[src/hdl/slt_pkg.sv]
package slt_pkg;

  // ==========================================================
  // clock and timing
  localparam int CLK_HZ = 125_000_000;
  localparam int CLK_PER_MHZ = CLK_HZ / 1_000_000;
  // one lamp flash slot; sixteen slots make the two second period
  localparam int FLASH_SLOT_MS = 125;
  localparam int FLASH_CYC = CLK_HZ / 1000 * FLASH_SLOT_MS;
  localparam int SLOTS_PER_PERIOD = 16;
  // comm check inversion window
  localparam int COMM_MS = 500;
  localparam int COMM_CYC = CLK_HZ / 1000 * COMM_MS;
  // default trigger pulse width, rounded up to whole cycles
  localparam int TRIG_NS = 1000;
  localparam int TRIG_CYC = (TRIG_NS * CLK_PER_MHZ + 999) / 1000;

  // ==========================================================
  // register offsets (byte addresses)
  localparam logic [4:0] OFS_CTRL = 5'h00;
  localparam logic [4:0] OFS_TRIG = 5'h04;
  localparam logic [4:0] OFS_WIDTH = 5'h08;
  localparam logic [4:0] OFS_STATUS = 5'h0C;
  localparam logic [4:0] OFS_MASK = 5'h10;
  localparam logic [4:0] OFS_STATE = 5'h14;

  // ==========================================================
  // field positions
  localparam int CTRL_MODE_LSB = 0;
  localparam int CTRL_NONCRIT = 3;
  localparam int CTRL_CRIT = 4;
  localparam int CTRL_COMM = 5;
  localparam int TRIG_MODE_LSB = 0;
  localparam int TRIG_BEAM = 2;
  localparam int TRIG_POL = 3;
  localparam int TRIG_AUX = 4;
  localparam int ST_DET1 = 0;
  localparam int ST_DET2 = 1;
  localparam int ST_EOV1 = 2;
  localparam int ST_EOV2 = 3;
  localparam int ST_COMM = 4;
  localparam int ST_W = 5;
  localparam int STATE_GREEN = 16;
  localparam int STATE_RED = 17;
  localparam int STATE_YELLOW = 18;
  localparam int STATE_DET = 19;
  localparam int STATE_COMM = 20;
  localparam int STATE_MODE_LSB = 21;

  // ==========================================================
  // trigger modes and reset values
  localparam logic [1:0] TRIG_EOV = 2'h0;
  localparam logic [1:0] TRIG_DET = 2'h1;
  localparam logic [1:0] TRIG_PRES = 2'h2;
  localparam logic [1:0] RST_TRIG_MODE = TRIG_EOV;
  localparam logic RST_TRIG_BEAM = 1'h0;
  localparam logic RST_TRIG_POL = 1'h0;
  localparam logic RST_TRIG_AUX = 1'h1;
  localparam logic [15:0] RST_WIDTH = 16'(TRIG_CYC);
  localparam logic [ST_W-1:0] RST_MASK = 5'h00;

  // lamp sequencing modes, set by the firmware
  typedef enum logic [2:0] {
    LED_POWER_UP = 3'h0,
    LED_BOOT_BAD = 3'h1,
    LED_ST_RUN = 3'h2,
    LED_ST_FAIL = 3'h3,
    LED_INIT = 3'h4,
    LED_ROAD_CAL = 3'h5,
    LED_NORMAL = 3'h6
  } slt_led_mode_type;

endpackage

[src/hdl/slt_pulse.sv]
`timescale 1ns/1ps
module slt_pulse #(
  parameter int W = 16
) (
  // clock and reset
  input wire logic ref_clk,
  input wire logic rst_n,
  // request
  input wire logic fire,
  input wire logic [W-1:0] width,
  // pulse
  output logic active_q
);

  logic [W-1:0] cnt_q;

  if (W < 2) begin : g_bad_w
    $error("slt_pulse width counter too narrow");
  end

  // ==========================================================
  // width counter; a new fire restarts the pulse, width 0 acts as 1
  always_ff @(posedge ref_clk or negedge rst_n) begin
    if (!rst_n) begin
      cnt_q <= '0;
    end else if (fire) begin
      cnt_q <= (width == '0) ? W'(1) : width;
    end else if (cnt_q != '0) begin
      cnt_q <= cnt_q - W'(1);
    end
  end

  // high for exactly width cycles from the edge that takes fire
  always_ff @(posedge ref_clk or negedge rst_n) begin
    if (!rst_n) begin
      active_q <= 1'b0;
    end else begin
      active_q <= fire || (cnt_q > W'(1));
    end
  end

endmodule

[src/hdl/slt_top.sv]
`timescale 1ns/1ps
module slt_top import slt_pkg::*; #(
  parameter int FLASH_CYC_P = FLASH_CYC,
  parameter int COMM_CYC_P = COMM_CYC,
  parameter int PRES_W = 8
) (
  // clock and reset
  input wire logic ref_clk,
  input wire logic rst_n,
  // avalon-mm register slave
  input wire logic [4:0] avs_address,
  input wire logic avs_read,
  input wire logic avs_write,
  input wire logic [31:0] avs_writedata,
  output logic [31:0] avs_readdata,
  output logic avs_waitrequest,
  // one-cycle events from scan processing
  input wire logic det_first,
  input wire logic det_second,
  input wire logic eov_first,
  input wire logic eov_second,
  // lamps
  output logic lamp_yellow,
  output logic lamp_green,
  output logic lamp_red,
  // trigger lines and message side
  output logic vehicle_detect_out,
  output logic aux_trigger_out,
  output logic edge_bytes_en,
  output logic msg_release,
  // interrupt
  output logic irq
);

  // ==========================================================
  // elaboration checks
  if (FLASH_CYC_P < 1 || COMM_CYC_P < 1) begin : g_bad_time
    $error("slt_top timing counts must be at least one cycle");
  end
  if (PRES_W < 1 || PRES_W > 16) begin : g_bad_pres
    $error("slt_top presence counter width out of range");
  end

  // ==========================================================
  // declarations
  slt_led_mode_type led_mode_q;
  logic noncrit_q;
  logic crit_q;
  logic [1:0] trig_mode_q;
  logic trig_beam_q;
  logic trig_pol_q;
  logic aux_en_q;
  logic [15:0] width_q;
  logic [ST_W-1:0] status_q;
  logic [ST_W-1:0] mask_q;
  logic [ST_W-1:0] ev_set;
  logic [31:0] flash_cnt_q;
  logic [3:0] slot_q;
  logic [31:0] comm_cnt_q;
  logic comm_act_q;
  logic comm_start;
  logic comm_end;
  logic [PRES_W-1:0] pres_q;
  logic pres_any;
  logic trig_fire;
  logic pulse_act;
  logic det_act;
  logic det_pin;
  logic [1:0] rel_q;
  logic green_d;
  logic red_d;
  logic app_mode;
  logic blink;
  logic wr_acc;
  logic [31:0] rd_d;

  // ==========================================================
  // bus slave: one wait cycle, then the access completes
  assign wr_acc = avs_write && !avs_waitrequest;

  // waitrequest idles high and drops for one cycle per request
  always_ff @(posedge ref_clk or negedge rst_n) begin
    if (!rst_n) begin
      avs_waitrequest <= 1'b1;
    end else if ((avs_read || avs_write) && avs_waitrequest) begin
      avs_waitrequest <= 1'b0;
    end else begin
      avs_waitrequest <= 1'b1;
    end
  end

  // read mux; unmapped addresses read as zero
  always_comb begin
    rd_d = 32'h0000_0000;
    unique case (avs_address)
      OFS_CTRL: begin
        rd_d[CTRL_MODE_LSB +: 3] = led_mode_q;
        rd_d[CTRL_NONCRIT] = noncrit_q;
        rd_d[CTRL_CRIT] = crit_q;
      end
      OFS_TRIG: begin
        rd_d[TRIG_MODE_LSB +: 2] = trig_mode_q;
        rd_d[TRIG_BEAM] = trig_beam_q;
        rd_d[TRIG_POL] = trig_pol_q;
        rd_d[TRIG_AUX] = aux_en_q;
      end
      OFS_WIDTH: rd_d[15:0] = width_q;
      OFS_STATUS: rd_d[ST_W-1:0] = status_q;
      OFS_MASK: rd_d[ST_W-1:0] = mask_q;
      OFS_STATE: begin
        rd_d[PRES_W-1:0] = pres_q;
        rd_d[STATE_GREEN] = lamp_green;
        rd_d[STATE_RED] = lamp_red;
        rd_d[STATE_YELLOW] = lamp_yellow;
        rd_d[STATE_DET] = vehicle_detect_out;
        rd_d[STATE_COMM] = comm_act_q;
        rd_d[STATE_MODE_LSB +: 3] = led_mode_q;
      end
      default: rd_d = 32'h0000_0000;
    endcase
  end

  // data is captured while waitrequest is high, so it stands when low
  always_ff @(posedge ref_clk or negedge rst_n) begin
    if (!rst_n) begin
      avs_readdata <= 32'h0000_0000;
    end else if (avs_read && avs_waitrequest) begin
      avs_readdata <= rd_d;
    end
  end

  // ==========================================================
  // control registers
  always_ff @(posedge ref_clk or negedge rst_n) begin
    if (!rst_n) begin
      led_mode_q <= LED_POWER_UP;
      noncrit_q <= 1'b0;
      crit_q <= 1'b0;
    end else if (wr_acc && avs_address == OFS_CTRL) begin
      led_mode_q <= slt_led_mode_type'(avs_writedata[CTRL_MODE_LSB +: 3]);
      noncrit_q <= avs_writedata[CTRL_NONCRIT];
      crit_q <= avs_writedata[CTRL_CRIT];
    end
  end

  // trigger setup; reset gives end-of-vehicle, first beam, active low
  always_ff @(posedge ref_clk or negedge rst_n) begin
    if (!rst_n) begin
      trig_mode_q <= RST_TRIG_MODE;
      trig_beam_q <= RST_TRIG_BEAM;
      trig_pol_q <= RST_TRIG_POL;
      aux_en_q <= RST_TRIG_AUX;
      width_q <= RST_WIDTH;
    end else if (wr_acc && avs_address == OFS_TRIG) begin
      trig_mode_q <= avs_writedata[TRIG_MODE_LSB +: 2];
      trig_beam_q <= avs_writedata[TRIG_BEAM];
      trig_pol_q <= avs_writedata[TRIG_POL];
      aux_en_q <= avs_writedata[TRIG_AUX];
    end else if (wr_acc && avs_address == OFS_WIDTH) begin
      width_q <= avs_writedata[15:0];
    end
  end

  // ==========================================================
  // interrupts: events are logged whatever the output mode
  assign ev_set = {comm_end, eov_second, eov_first, det_second,
                   det_first};

  // set wins over a write-one clear in the same cycle
  always_ff @(posedge ref_clk or negedge rst_n) begin
    if (!rst_n) begin
      status_q <= '0;
    end else if (wr_acc && avs_address == OFS_STATUS) begin
      status_q <= (status_q & ~avs_writedata[ST_W-1:0]) | ev_set;
    end else begin
      status_q <= status_q | ev_set;
    end
  end

  // mask register
  always_ff @(posedge ref_clk or negedge rst_n) begin
    if (!rst_n) begin
      mask_q <= RST_MASK;
    end else if (wr_acc && avs_address == OFS_MASK) begin
      mask_q <= avs_writedata[ST_W-1:0];
    end
  end

  // level interrupt
  always_ff @(posedge ref_clk or negedge rst_n) begin
    if (!rst_n) begin
      irq <= 1'b0;
    end else begin
      irq <= |(status_q & mask_q);
    end
  end

  // ==========================================================
  // flash timebase: sixteen slots make one two second period
  always_ff @(posedge ref_clk or negedge rst_n) begin
    if (!rst_n) begin
      flash_cnt_q <= 32'h0000_0000;
      slot_q <= 4'h0;
    end else if (flash_cnt_q == 32'(FLASH_CYC_P - 1)) begin
      flash_cnt_q <= 32'h0000_0000;
      slot_q <= slot_q + 4'h1;
    end else begin
      flash_cnt_q <= flash_cnt_q + 32'h0000_0001;
    end
  end

  // steady flash: half a second on, half a second off
  assign blink = slot_q[2];

  // ==========================================================
  // comm check window; a new command restarts it
  assign comm_start = wr_acc && avs_address == OFS_CTRL &&
                      avs_writedata[CTRL_COMM];
  assign comm_end = comm_act_q && comm_cnt_q == 32'h0000_0001 &&
                    !comm_start;

  always_ff @(posedge ref_clk or negedge rst_n) begin
    if (!rst_n) begin
      comm_cnt_q <= 32'h0000_0000;
      comm_act_q <= 1'b0;
    end else if (comm_start) begin
      comm_cnt_q <= 32'(COMM_CYC_P);
      comm_act_q <= 1'b1;
    end else if (comm_cnt_q != 32'h0000_0000) begin
      comm_cnt_q <= comm_cnt_q - 32'h0000_0001;
      comm_act_q <= comm_cnt_q != 32'h0000_0001;
    end
  end

  // ==========================================================
  // vehicles in the second beam; saturates rather than wraps
  always_ff @(posedge ref_clk or negedge rst_n) begin
    if (!rst_n) begin
      pres_q <= '0;
    end else if (det_second && !eov_second && pres_q != '1) begin
      pres_q <= pres_q + PRES_W'(1);
    end else if (eov_second && !det_second && pres_q != '0) begin
      pres_q <= pres_q - PRES_W'(1);
    end
  end

  assign pres_any = pres_q != '0;

  // ==========================================================
  // lamps
  assign app_mode = led_mode_q == LED_INIT ||
                    led_mode_q == LED_ROAD_CAL ||
                    led_mode_q == LED_NORMAL;

  // mode pattern first, then failure flashes override red only
  always_comb begin
    green_d = 1'b0;
    red_d = 1'b0;
    unique case (led_mode_q)
      LED_POWER_UP: begin
        green_d = 1'b0;
      end
      LED_BOOT_BAD: red_d = blink;
      LED_ST_RUN: green_d = blink;
      LED_ST_FAIL: red_d = blink;
      LED_INIT: begin
        green_d = blink;
        red_d = !blink;
      end
      LED_ROAD_CAL: green_d = 1'b1;
      LED_NORMAL: begin
        green_d = !pres_any;
        red_d = 1'b1;
      end
      default: begin
        green_d = 1'b0;
      end
    endcase
    if (app_mode && crit_q) begin
      red_d = slot_q < 4'h8 && !slot_q[0];
    end else if (app_mode && noncrit_q) begin
      red_d = slot_q == 4'h0;
    end
    if (app_mode && comm_act_q) begin
      green_d = !green_d;
    end
  end

  // lamp flops; yellow is the power lamp and stays on
  always_ff @(posedge ref_clk or negedge rst_n) begin
    if (!rst_n) begin
      lamp_yellow <= 1'b1;
      lamp_green <= 1'b0;
      lamp_red <= 1'b0;
    end else begin
      lamp_yellow <= 1'b1;
      lamp_green <= green_d;
      lamp_red <= red_d;
    end
  end

  // ==========================================================
  // trigger event selection
  always_comb begin
    trig_fire = 1'b0;
    unique case (trig_mode_q)
      TRIG_EOV: trig_fire = trig_beam_q ? eov_second : eov_first;
      TRIG_DET: trig_fire = trig_beam_q ? det_second : det_first;
      default: trig_fire = 1'b0;
    endcase
  end

  // pulse of programmable width, one per selected event
  slt_pulse #(
    .W(16)
  ) u_pulse (
    .ref_clk(ref_clk),
    .rst_n(rst_n),
    .fire(trig_fire),
    .width(width_q),
    .active_q(pulse_act)
  );

  // presence level or pulse, flipped by a comm check
  assign det_act = ((trig_mode_q == TRIG_PRES) ? pres_any : pulse_act) ^
                   comm_act_q;
  assign det_pin = trig_pol_q ? det_act : !det_act;

  // both lines register the same level; aux disabled rests inactive
  always_ff @(posedge ref_clk or negedge rst_n) begin
    if (!rst_n) begin
      vehicle_detect_out <= !RST_TRIG_POL;
      aux_trigger_out <= !RST_TRIG_POL;
    end else begin
      vehicle_detect_out <= det_pin;
      aux_trigger_out <= aux_en_q ? det_pin : !trig_pol_q;
    end
  end

  // ==========================================================
  // message side: release lags the pin edge by one cycle
  always_ff @(posedge ref_clk or negedge rst_n) begin
    if (!rst_n) begin
      rel_q <= 2'h0;
      msg_release <= 1'b0;
      edge_bytes_en <= 1'b0;
    end else begin
      rel_q <= {rel_q[0], |ev_set[ST_EOV2:ST_DET1]};
      msg_release <= rel_q[1];
      edge_bytes_en <= trig_mode_q == TRIG_DET;
    end
  end
endmodule

[config.mk]
export PLATFORM = sky130hd
export DESIGN_NAME = slt_top
export DESIGN_NICKNAME = d
export VERILOG_FILES = /design/src/hdl/slt_pkg.sv /design/src/hdl/slt_pulse.sv /design/src/hdl/slt_top.sv
export SDC_FILE = /design/constraint.sdc
export NUM_CORES = 1
export LEC_CHECK = 0
export BUFFER_PORTS_ARGS = -buffer_cell sky130_fd_sc_hd__buf_2
export CAP_MARGIN = 0
export CORE_UTILIZATION = 45
export CTS_CLUSTER_DIAMETER = 200
export DETAILED_ROUTE_END_ITERATION = 16
export PLACE_DENSITY_LB_ADDON = 0.3
export SYNTH_ARGS = -nofsm -noshare
export SYNTH_HDL_FRONTEND = slang
export SYNTH_HIERARCHICAL = 1
export SYNTH_SLANG_ARGS = --single-unit
[constraint.sdc]
create_clock -name ref_clk -period 3.4 [get_ports ref_clk]
set_input_delay 0.68 -clock ref_clk [delete_from_list [all_inputs] [get_ports ref_clk]]
set_output_delay 0.68 -clock ref_clk [all_outputs]
set_load 0.02 [all_outputs]
**Yosys cells after proc, flatten, opt, wreduce, memory -nomap -nowiden**

Cells that the tools add are included.

- Bits in read-only memories: 0
- Flip-flop bits (word level): 164
- Output and inout port bits: 41
- Latch bits: 0
- Memories kept: 0
- Memory bits (writable): 0
- Input port bits: 45

- Shifts and indexed selects: 0
- Magnitude comparators: 2
- Reductions and logical operators: 48
- Divide/modulo/power cells: 0
- $add $sub $neg: 6
- Bitwise gates (word level): 7
- Multiplexer cells: 27
- Eq/ne operators: 17
- Multiply operators: 0

Operators by type and width:

| kind | count |
|---|---|
| 32-bit 2-to-1 mux | 3 |
| 16-bit 2-to-1 mux | 3 |
| 32-bit by 1-bit adder with 32-bit output, second input constant | 1 |
| 32-bit by 1-bit equality test with 1-bit output, second input constant | 1 |
| 32-bit by 24-bit equality test with 1-bit output, second input constant | 1 |
| 8-bit 2-to-1 mux | 4 |
| 32-bit by 1-bit != test with 1-bit output, second input constant | 1 |
| 32-bit nonzero test | 1 |
| 32-bit by 1-bit subtractor with 32-bit output, second input constant | 1 |
| 5-bit one-hot mux with 6 select lines | 1 |
| 1-bit logical AND | 19 |
| 16-bit by 1-bit greater-than comparator with 1-bit output, second input constant | 1 |
| 16-bit logical NOT | 1 |
| 16-bit nonzero test | 1 |
| 16-bit by 1-bit subtractor with 16-bit output, second input constant | 1 |
| 1-bit 2-to-1 mux | 11 |
| 5-bit bitwise AND | 2 |
| 5-bit by 4-bit equality test with 1-bit output, second input constant | 2 |
| 5-bit equality test, second input constant | 2 |
| 1-bit logical NOT | 10 |
| 5-bit bitwise OR | 2 |
| 3-bit equality test, second input constant | 3 |
| 8-bit by 1-bit adder with 8-bit output, second input constant | 1 |
| 8-bit != test, second input constant | 1 |
| 25 further kinds | 33 |

**Depth between registers and ports, before layout**

Gate-level depths: netlist of the first run.

- Depth after elaboration: 8
- Mapped depth: 9
- Depth with buffers taken out: 8

**Modules after synthesis**

The synthesis of the first run kept the hierarchy.

Modules (own cells, without submodules):

| module | times used | sequential area each (um^2) | cells each | area an instance (um^2) |
|---|---|---|---|---|
| slt_top | 1 | 3,691.0 | 690 | 7,221.9 |
| slt_pulse | 1 | 425.4 | 125 | 1,078.5 |

**Least setup slack after synthesis of the first run**

No wires, ideal clock.

- Path type: reg-to-reg
- Start point: register pres_q[0]
- End point: register pres_q[7]
- Clock period less this slack: 2,615 ps
- Buffers on the path: 0
- Slack: 785 ps
- Setup time: 79 ps
- Cell stages (with the launch flop): 9
- Arrival: 2,536 ps
- Required time: 3,321 ps
- Cells stage by stage: dfrtp_1 -> nand4_1 -> o21ai_0 -> ha_1 -> a21oi_1 -> o211ai_1 -> o41ai_1 -> mux2i_1 -> xor2_1

- Word-level cells in the longest chain between the ends: 3
- Elaborated cells on any way between the ends: 9

RTL lines:

| item | line | source |
|---|---|---|
| start: declaration | slt_top.sv:63 | `logic [PRES_W-1:0] pres_q;` |
| start signal: assignment | slt_top.sv:241 | `pres_q <= pres_q + PRES_W'(1);` |
| start signal: assignment | slt_top.sv:243 | `pres_q <= pres_q - PRES_W'(1);` |
| 8-bit by 1-bit subtractor with 8-bit output (tied with other cells) | slt_top.sv:243 |  |
| 8-bit 2-to-1 mux (tied with other cells) | slt_top.sv:242 | `end else if (eov_second && !det_second && pres_q != '0) begin` |
| 8-bit 2-to-1 mux / 2-bit nonzero test (equally long branches) | -- |  |

Several ways; a longest one is shown, not always the timed one. The select of a mux whose other input is x is not followed.
A chain may end at the register's enable or synchronous reset.

**Final worst setup path of the first run**

Same ends and word-level chain as after synthesis.

==> results.py, run 1 <==
metrics = {
    "run_status": {
        "status": "finished, final reports clean",
    },
    "setup_path": {
        "required_ns": 3.74,
        "crit_path_start": "pres_q[0]",
        "r2r_start": "pres_q[0]",
        "crit_arrival_ns": 3.14,
        "slowest_delay_ns": 0.52,
        "end_kind": "flop",
        "crit_type": "reg2reg",
        "worst_setup_path_start_kind": "flop",
        "cp_slowest_cell": "o21ai_0",
        "crit_buf_inv": 0,
        "cp_max_fo": 6,
        "cp_top_family": "compound AO/OA/AOI/OAI gates",
        "cp_cell_sequence": "nand4_1 > o21ai_0 > ha_1 > a21oi_1 > o211ai_1 > o41ai_1 > mux2i_1 > xor2_1",
    },
    "floorplan": {
        "start_util_pct": 46.1,
        "die_h_um": 138,
        "dieArea_mm2": 0.0190,
        "ios": 86,
        "num_rows": 49,
        "die_w_um": 138,
        "core_mm2": 0.0180,
    },
    "cts": {
        "clk_latency_ns": 0.43,
        "cts_buffer_depth": 2,
        "ctsHoldBuffers": 0,
        "h-tree-depth": 4,
        "postCtsSetupBuffers": 0,
        "post_cts_resized": 0,
        "clk_pin_slew_ns": 0.07,
        "cts_tree": "built",
        "cts_buffers": 17,
        "cts_root_buffer": "clkbuf_16",
        "cts.sinks": 164,
    },
    "finish": {
        "finalCoreUtilization_pct": 52.9,
        "nets": 934,
        "fillers": 1617,
        "final_cell_mix": "dfrtp_1, nand2_1, buf_2",
        "drive_gt1_share_pct": 19.4,
        "area_growth_syn_to_layout_pct": 14.9,
        "layout_commonest_cell": "dfrtp_1",
        "diodes": 0,
        "final_cells": 1115,
        "final_area_mm2": 0.00954,
    },
    "timing": {
        "finalClockSkew_ns": 0.0107,
        "setup_viol": 0,
        "relSlewSlack_pct": 45.7,
        "rsz0062_at_grt": "false",
        "tightest_slew_ns": 0.814,
        "setup_tns_ns": 0,
        "clock.fmax_mhz": 358,
        "hold_viol_final": 0,
        "drv_slew": 0,
        "min_period_ns": 2.79,
        "setup_ws_ns": 0.608,
        "period_share_pct": 82.1,
        "fin_hold_ws_ns": 0.0644,
    },
    "drt": {
        "dr.first_iter.drc_count": 500,
        "ant_nets": 0,
        "drt_first_pass_iters": 5,
        "post_drt_wl_per_cell_um": 16.8,
        "via_per_inst": 5.68,
        "via_count": 6337,
        "drc": 0,
        "routed_wirelength_mm": 18.7,
    },
    "min_path": {
        "hp-class": "in2async",
    },
    "place": {
        "place_inst": 1083,
        "pre_cts_ws_ns": 0.575,
        "dpl.hpwl_mm": 12.9,
        "port_buffers": 60,
        "gp_congestion": 0.856,
        "placed_cell_area_mm2": 0.00883,
    },
    "yosys": {
        "ys_ff_latch": 164,
        "netlist_instances": 815,
        "synth-main-ff-cell": "dfrtp_1",
        "seq_area_frac_synth_pct": 49.6,
        "synth_edf_count": 0,
        "synth_cell_types": 71,
        "synthArstFlopShare_pct": 100,
        "synth_top_area_cell": "dfrtp_1",
        "yosys_warnings": 6,
        "netlist.area_leader.share_pct": 46.4,
        "syn-mean-instance-area_um2": 10.2,
        "synth_area_mm2": 0.00830,
        "synthTopCellsByArea": "dfrtp_1, mux2_2, nand2_1",
    },
    "power_and_ir_drop": {
        "powerDensity_mw_per_mm2": 632,
        "p_clk_share_pct": 38.2,
        "vdd_drop_max_mv": 0.437,
        "netSwitchingPower_mw": 1.77,
        "combPwrFrac_pct": 19.4,
        "p_int_mw": 4.26,
        "power_frac_seq_pct": 42.4,
        "design_power_total_mw": 6.03,
        "swShare_pct": 29.4,
        "p_leak_nw": 3.95,
    },
    "global_route": {
        "grt_pass1_vias": 5937,
        "grt_max_degree": 102,
        "antenna_found_initial": 0,
        "track_usage_pct": 21.1,
        "gr-total-overflow": 0,
        "grt_pass1_wl_mm": 30.6,
    },
    "job": {
        "drv_cap": 0,
    },
}
## sequential cells by signal (all words and copies together), names as in the netlist, 5 cells and up
register,flops
status_q,5
mask_q,5
width_q,16
pres_q,8
avs_readdata,24
u_pulse/cnt_q,16
comm_cnt_q,32
flash_cnt_q,32
## Yosys cell counts (21+ instances only)
library cell  instances
dfrtp_1             154
nand2_1              82
nor2_1               50
o21ai_0              40
mux2_2               37
xnor2_1              30
nand3_1              29
clkbuf_1             28
nor4_1               27
a21oi_1              25
nor3_1               24
inv_1                21
## path summary, 6_finish.rpt
check                                    end  slack (ns)  cells after the start
min                          flash_cnt_q[25]        0.06                      1
min reg2reg                      msg_release        0.36                      0
max reg2reg                        pres_q[7]        0.61                      8
min in group ref_clk             msg_release        0.36                      0
max in group asynchronous  u_pulse/cnt_q[11]        2.49                      2
max                                pres_q[7]        0.61                      8
## cells by family after synthesis
logic type	count (synthesis)	share of synthesized area, %
compound gates	151	12.2
other cells	2	0.0905
fa+ha+maj	16	2.50
simple gates	322	20.5
flops	164	49.6
buf+inv	65	3.71
mux	45	6.14
xor+xnor	50	5.28
## metal layers
metal	wire length (µm)	GRT usage, %
met1	9490	31.4
met2	8150	30.7
met3	829	4.53
met4	239	5.62
met5	0	0
## power by group through the flow
stage	Clock (mW)	Sequential, mW	Combinational, mW
5_1_grt	2.42	2.60	1.32
3_5_place_dp	0	2.58	1.17
3_3_place_gp	0	2.57	1.13
4_1_cts	2.34	2.55	1.17
2_1_floorplan	0	2.51	0.878
6_report	2.30	2.55	1.17
## worst reg2reg max path, delay by kind of cell (launching register included)
family / cells / cell delay [ns]
xor gates and xnor gates: 1 / 0.20
and+or+nand+nor: 1 / 0.13
AOI/OAI and AO/OA: 4 / 1.26
adders and majority gates: 1 / 0.34
DFF: 1 / 0.50
muxes: 1 / 0.27
## final cells by class
| type | instances | area (µm²) | area share [%] |
|---|---|---|---|
| tap | 229 | 287 | 3.00 |
| timing repair buffer | 76 | 439 | 4.60 |
| clock buffer | 21 | 460 | 4.83 |
| inverter | 21 | 78.8 | 0.826 |
| multi-input combinational | 593 | 3910 | 41.0 |
| clock inverter | 11 | 248 | 2.60 |
| sequential | 164 | 4120 | 43.2 |
Note: power is estimated with default switching activity, not from simulation.
==> run 2: changes to the inputs <==
==> constraint.sdc (replaced) <==
create_clock -name ref_clk -period 2.66 [get_ports ref_clk]
set_input_delay 0.532 -clock ref_clk [delete_from_list [all_inputs] [get_ports ref_clk]]
set_output_delay 0.532 -clock ref_clk [all_outputs]
set_load 0.02 [all_outputs]
==> run 2 against run 1 <==
Sequential share of layout area down 0.42 points. Non-clock buffer count increased by 22. Total power is 24% higher. Utilization is 0.52 points higher. Global-route usage down 0.53 points. Wire length shrank 1.9%. Design area increased by 0.98%. Combinational power increased by 44%. First-iteration DRC count down 19%. Critical endpoint is now comm_cnt_q[28]. Largest cell class unchanged.
==> results.py, run 2 (synthesis gave the netlist of run 1 again) <==
metrics = {
    "run_status": {
        "status": "finished, final reports clean",
    },
    "timing": {
        "hold_viol_final": 0,
        "drv_slew": 0,
        "rsz0062_at_grt": "false",
        "setup_tns_ns": 0,
        "period_share_pct": 96.8,
        "tightest_slew_ns": 0.651,
        "clock.fmax_mhz": 388,
        "relSlewSlack_pct": 55.5,
        "fin_hold_ws_ns": 0.0270,
        "finalClockSkew_ns": 0.00904,
        "min_period_ns": 2.58,
        "setup_viol": 0,
    },
    "power_and_ir_drop": {
        "combPwrFrac_pct": 22.5,
        "vdd_drop_max_mv": 0.548,
        "swShare_pct": 29.9,
        "powerDensity_mw_per_mm2": 774,
        "p_int_mw": 5.23,
        "p_clk_share_pct": 34.8,
        "power_frac_seq_pct": 42.7,
        "netSwitchingPower_mw": 2.23,
        "p_leak_nw": 4.01,
    },
    "global_route": {
        "track_usage_pct": 20.5,
        "grt_max_degree": 58,
        "grt_pass1_vias": 5882,
        "gr-total-overflow": 0,
        "antenna_found_initial": 0,
        "grt_pass1_wl_mm": 30.1,
    },
    "setup_path": {
        "r2r-end": "comm_cnt_q[28]",
        "worst_setup_path_start_kind": "flop",
        "crit_arrival_ns": 2.92,
        "reg2regPathDepth": 5,
        "cp_common_cell": "or4_4",
        "end_kind": "flop",
        "crit_type": "reg2reg",
        "cp_slowest_cell": "or4_4",
        "crit_path_start": "comm_cnt_q[19]",
        "slowest_delay_ns": 0.57,
        "r2r_setup_slack_ns": 0.08,
        "cp_cell_sequence": "or4_4 > or4_4 > or3_4 > or4_1 > a21oi_1",
        "cp_max_fo": 11,
        "r2r_start": "comm_cnt_q[19]",
        "required_ns": 3.00,
        "crit_path_end": "comm_cnt_q[28]",
    },
    "finish": {
        "nets": 956,
        "reg_top3": "comm_cnt_q (32), flash_cnt_q (32), avs_readdata (24)",
        "drive_gt1_share_pct": 21.1,
        "layout_commonest_cell": "dfrtp_1",
        "final_cell_mix": "dfrtp_1, nand2_1, buf_2",
        "finalCoreUtilization_pct": 53.4,
        "area_growth_syn_to_layout_pct": 16.0,
    },
    "floorplan": {
        "dieArea_mm2": 0.0190,
        "die_w_um": 138,
        "ios": 86,
        "die_h_um": 138,
        "num_rows": 49,
        "core_mm2": 0.0180,
        "start_util_pct": 46.1,
    },
    "cts": {
        "cts_buffers": 17,
        "cts_buffer_depth": 2,
        "ctsHoldBuffers": 0,
        "clk_pin_slew_ns": 0.06,
        "cts.sinks": 164,
        "cts_root_buffer": "clkbuf_16",
        "h-tree-depth": 4,
        "cts_tree": "built",
        "clk_latency_ns": 0.43,
    },
    "place": {
        "dpl.hpwl_mm": 13.0,
        "port_buffers": 60,
        "gp_congestion": 0.836,
    },
    "drt": {
        "via_per_inst": 5.58,
        "via_count": 6349,
        "routed_wirelength_mm": 18.4,
        "post_drt_wl_per_cell_um": 16.1,
        "drt_first_pass_iters": 5,
        "drc": 0,
        "ant_nets": 0,
        "dr.first_iter.drc_count": 407,
    },
    "job": {
        "drv_cap": 0,
    },
    "min_path": {
        "hp-class": "in2async",
    },
}
==> run 2: critical path: cells and delay by family, from the launching register on <==
family / cells / cell delay, ns
AO/OA/AOI/OAI: 1 / 0.17
flip-flops: 1 / 0.39
AND/OR/NAND/NOR: 4 / 1.93
==> run 2: layer usage <==
layer	part of all wire (%)	wire length, µm	global-route usage (%)	vias to the layer above
li1	-	-	-	3114
met1	50	9120	30.2	3054
met2	43	7980	29.6	156
met3	4.9	901	3.83	25
met4	2.0	361	8.03	0
met5	0	0	0	-
==> run 2: worst min-delay path by stage <==
stage / from / to / slack, ns / cells past startpoint
finish: rst_n / flash_cnt_q[23] / 0.03 / 1
floorplan: rst_n / avs_readdata[0] / 0.24 / 0
detailed placement: rel_q[1] / msg_release / 0.35 / 0
CTS: rst_n / flash_cnt_q[30] / 0.04 / 1
global route: rst_n / flash_cnt_q[30] / 0.06 / 1
global placement: rel_q[1] / msg_release / 0.35 / 0
==> run 2: timing repair <==
action | CTS | global route
resized for setup | 1 | 0
buffers inserted | 0 | 1
setup endpoints to repair | 1 | 7
pin swaps | 0 | 0
==> run 2: per-stage QoR <==
step	total power, mW	std cells	cell area, µm²	worst slack [ns]
2_1_floorplan	4.33	822	8330	0.0448
3_3_place_gp	4.84	1104	9000	0.000146
3_5_place_dp	4.89	1104	9000	-0.00132
4_1_cts	7.51	1136	9620	0.0857
5_1_grt	7.86	1137	9630	0.0210
6_report	7.46	1138	9630	0.0842
==> run 2: layout make-up <==
cell class	instances	area, µm²
tap	229	287
inverter	21	78.8
clock buffer	23	468
fill	1618	8390
multi-input combinational	593	3910
clock inverter	9	154
timing repair buffer	98	617
sequential	164	4120
antenna	1	2.50
==> run 2: power by group through the flow <==
stage / Sequential, mW / Combinational (mW) / Clock (mW)
global route: 3.23 / 1.88 / 2.75
detailed placement: 3.22 / 1.67 / 0
finish: 3.18 / 1.68 / 2.60
CTS: 3.18 / 1.68 / 2.65
global placement: 3.21 / 1.63 / 0
floorplan: 3.21 / 1.12 / 0
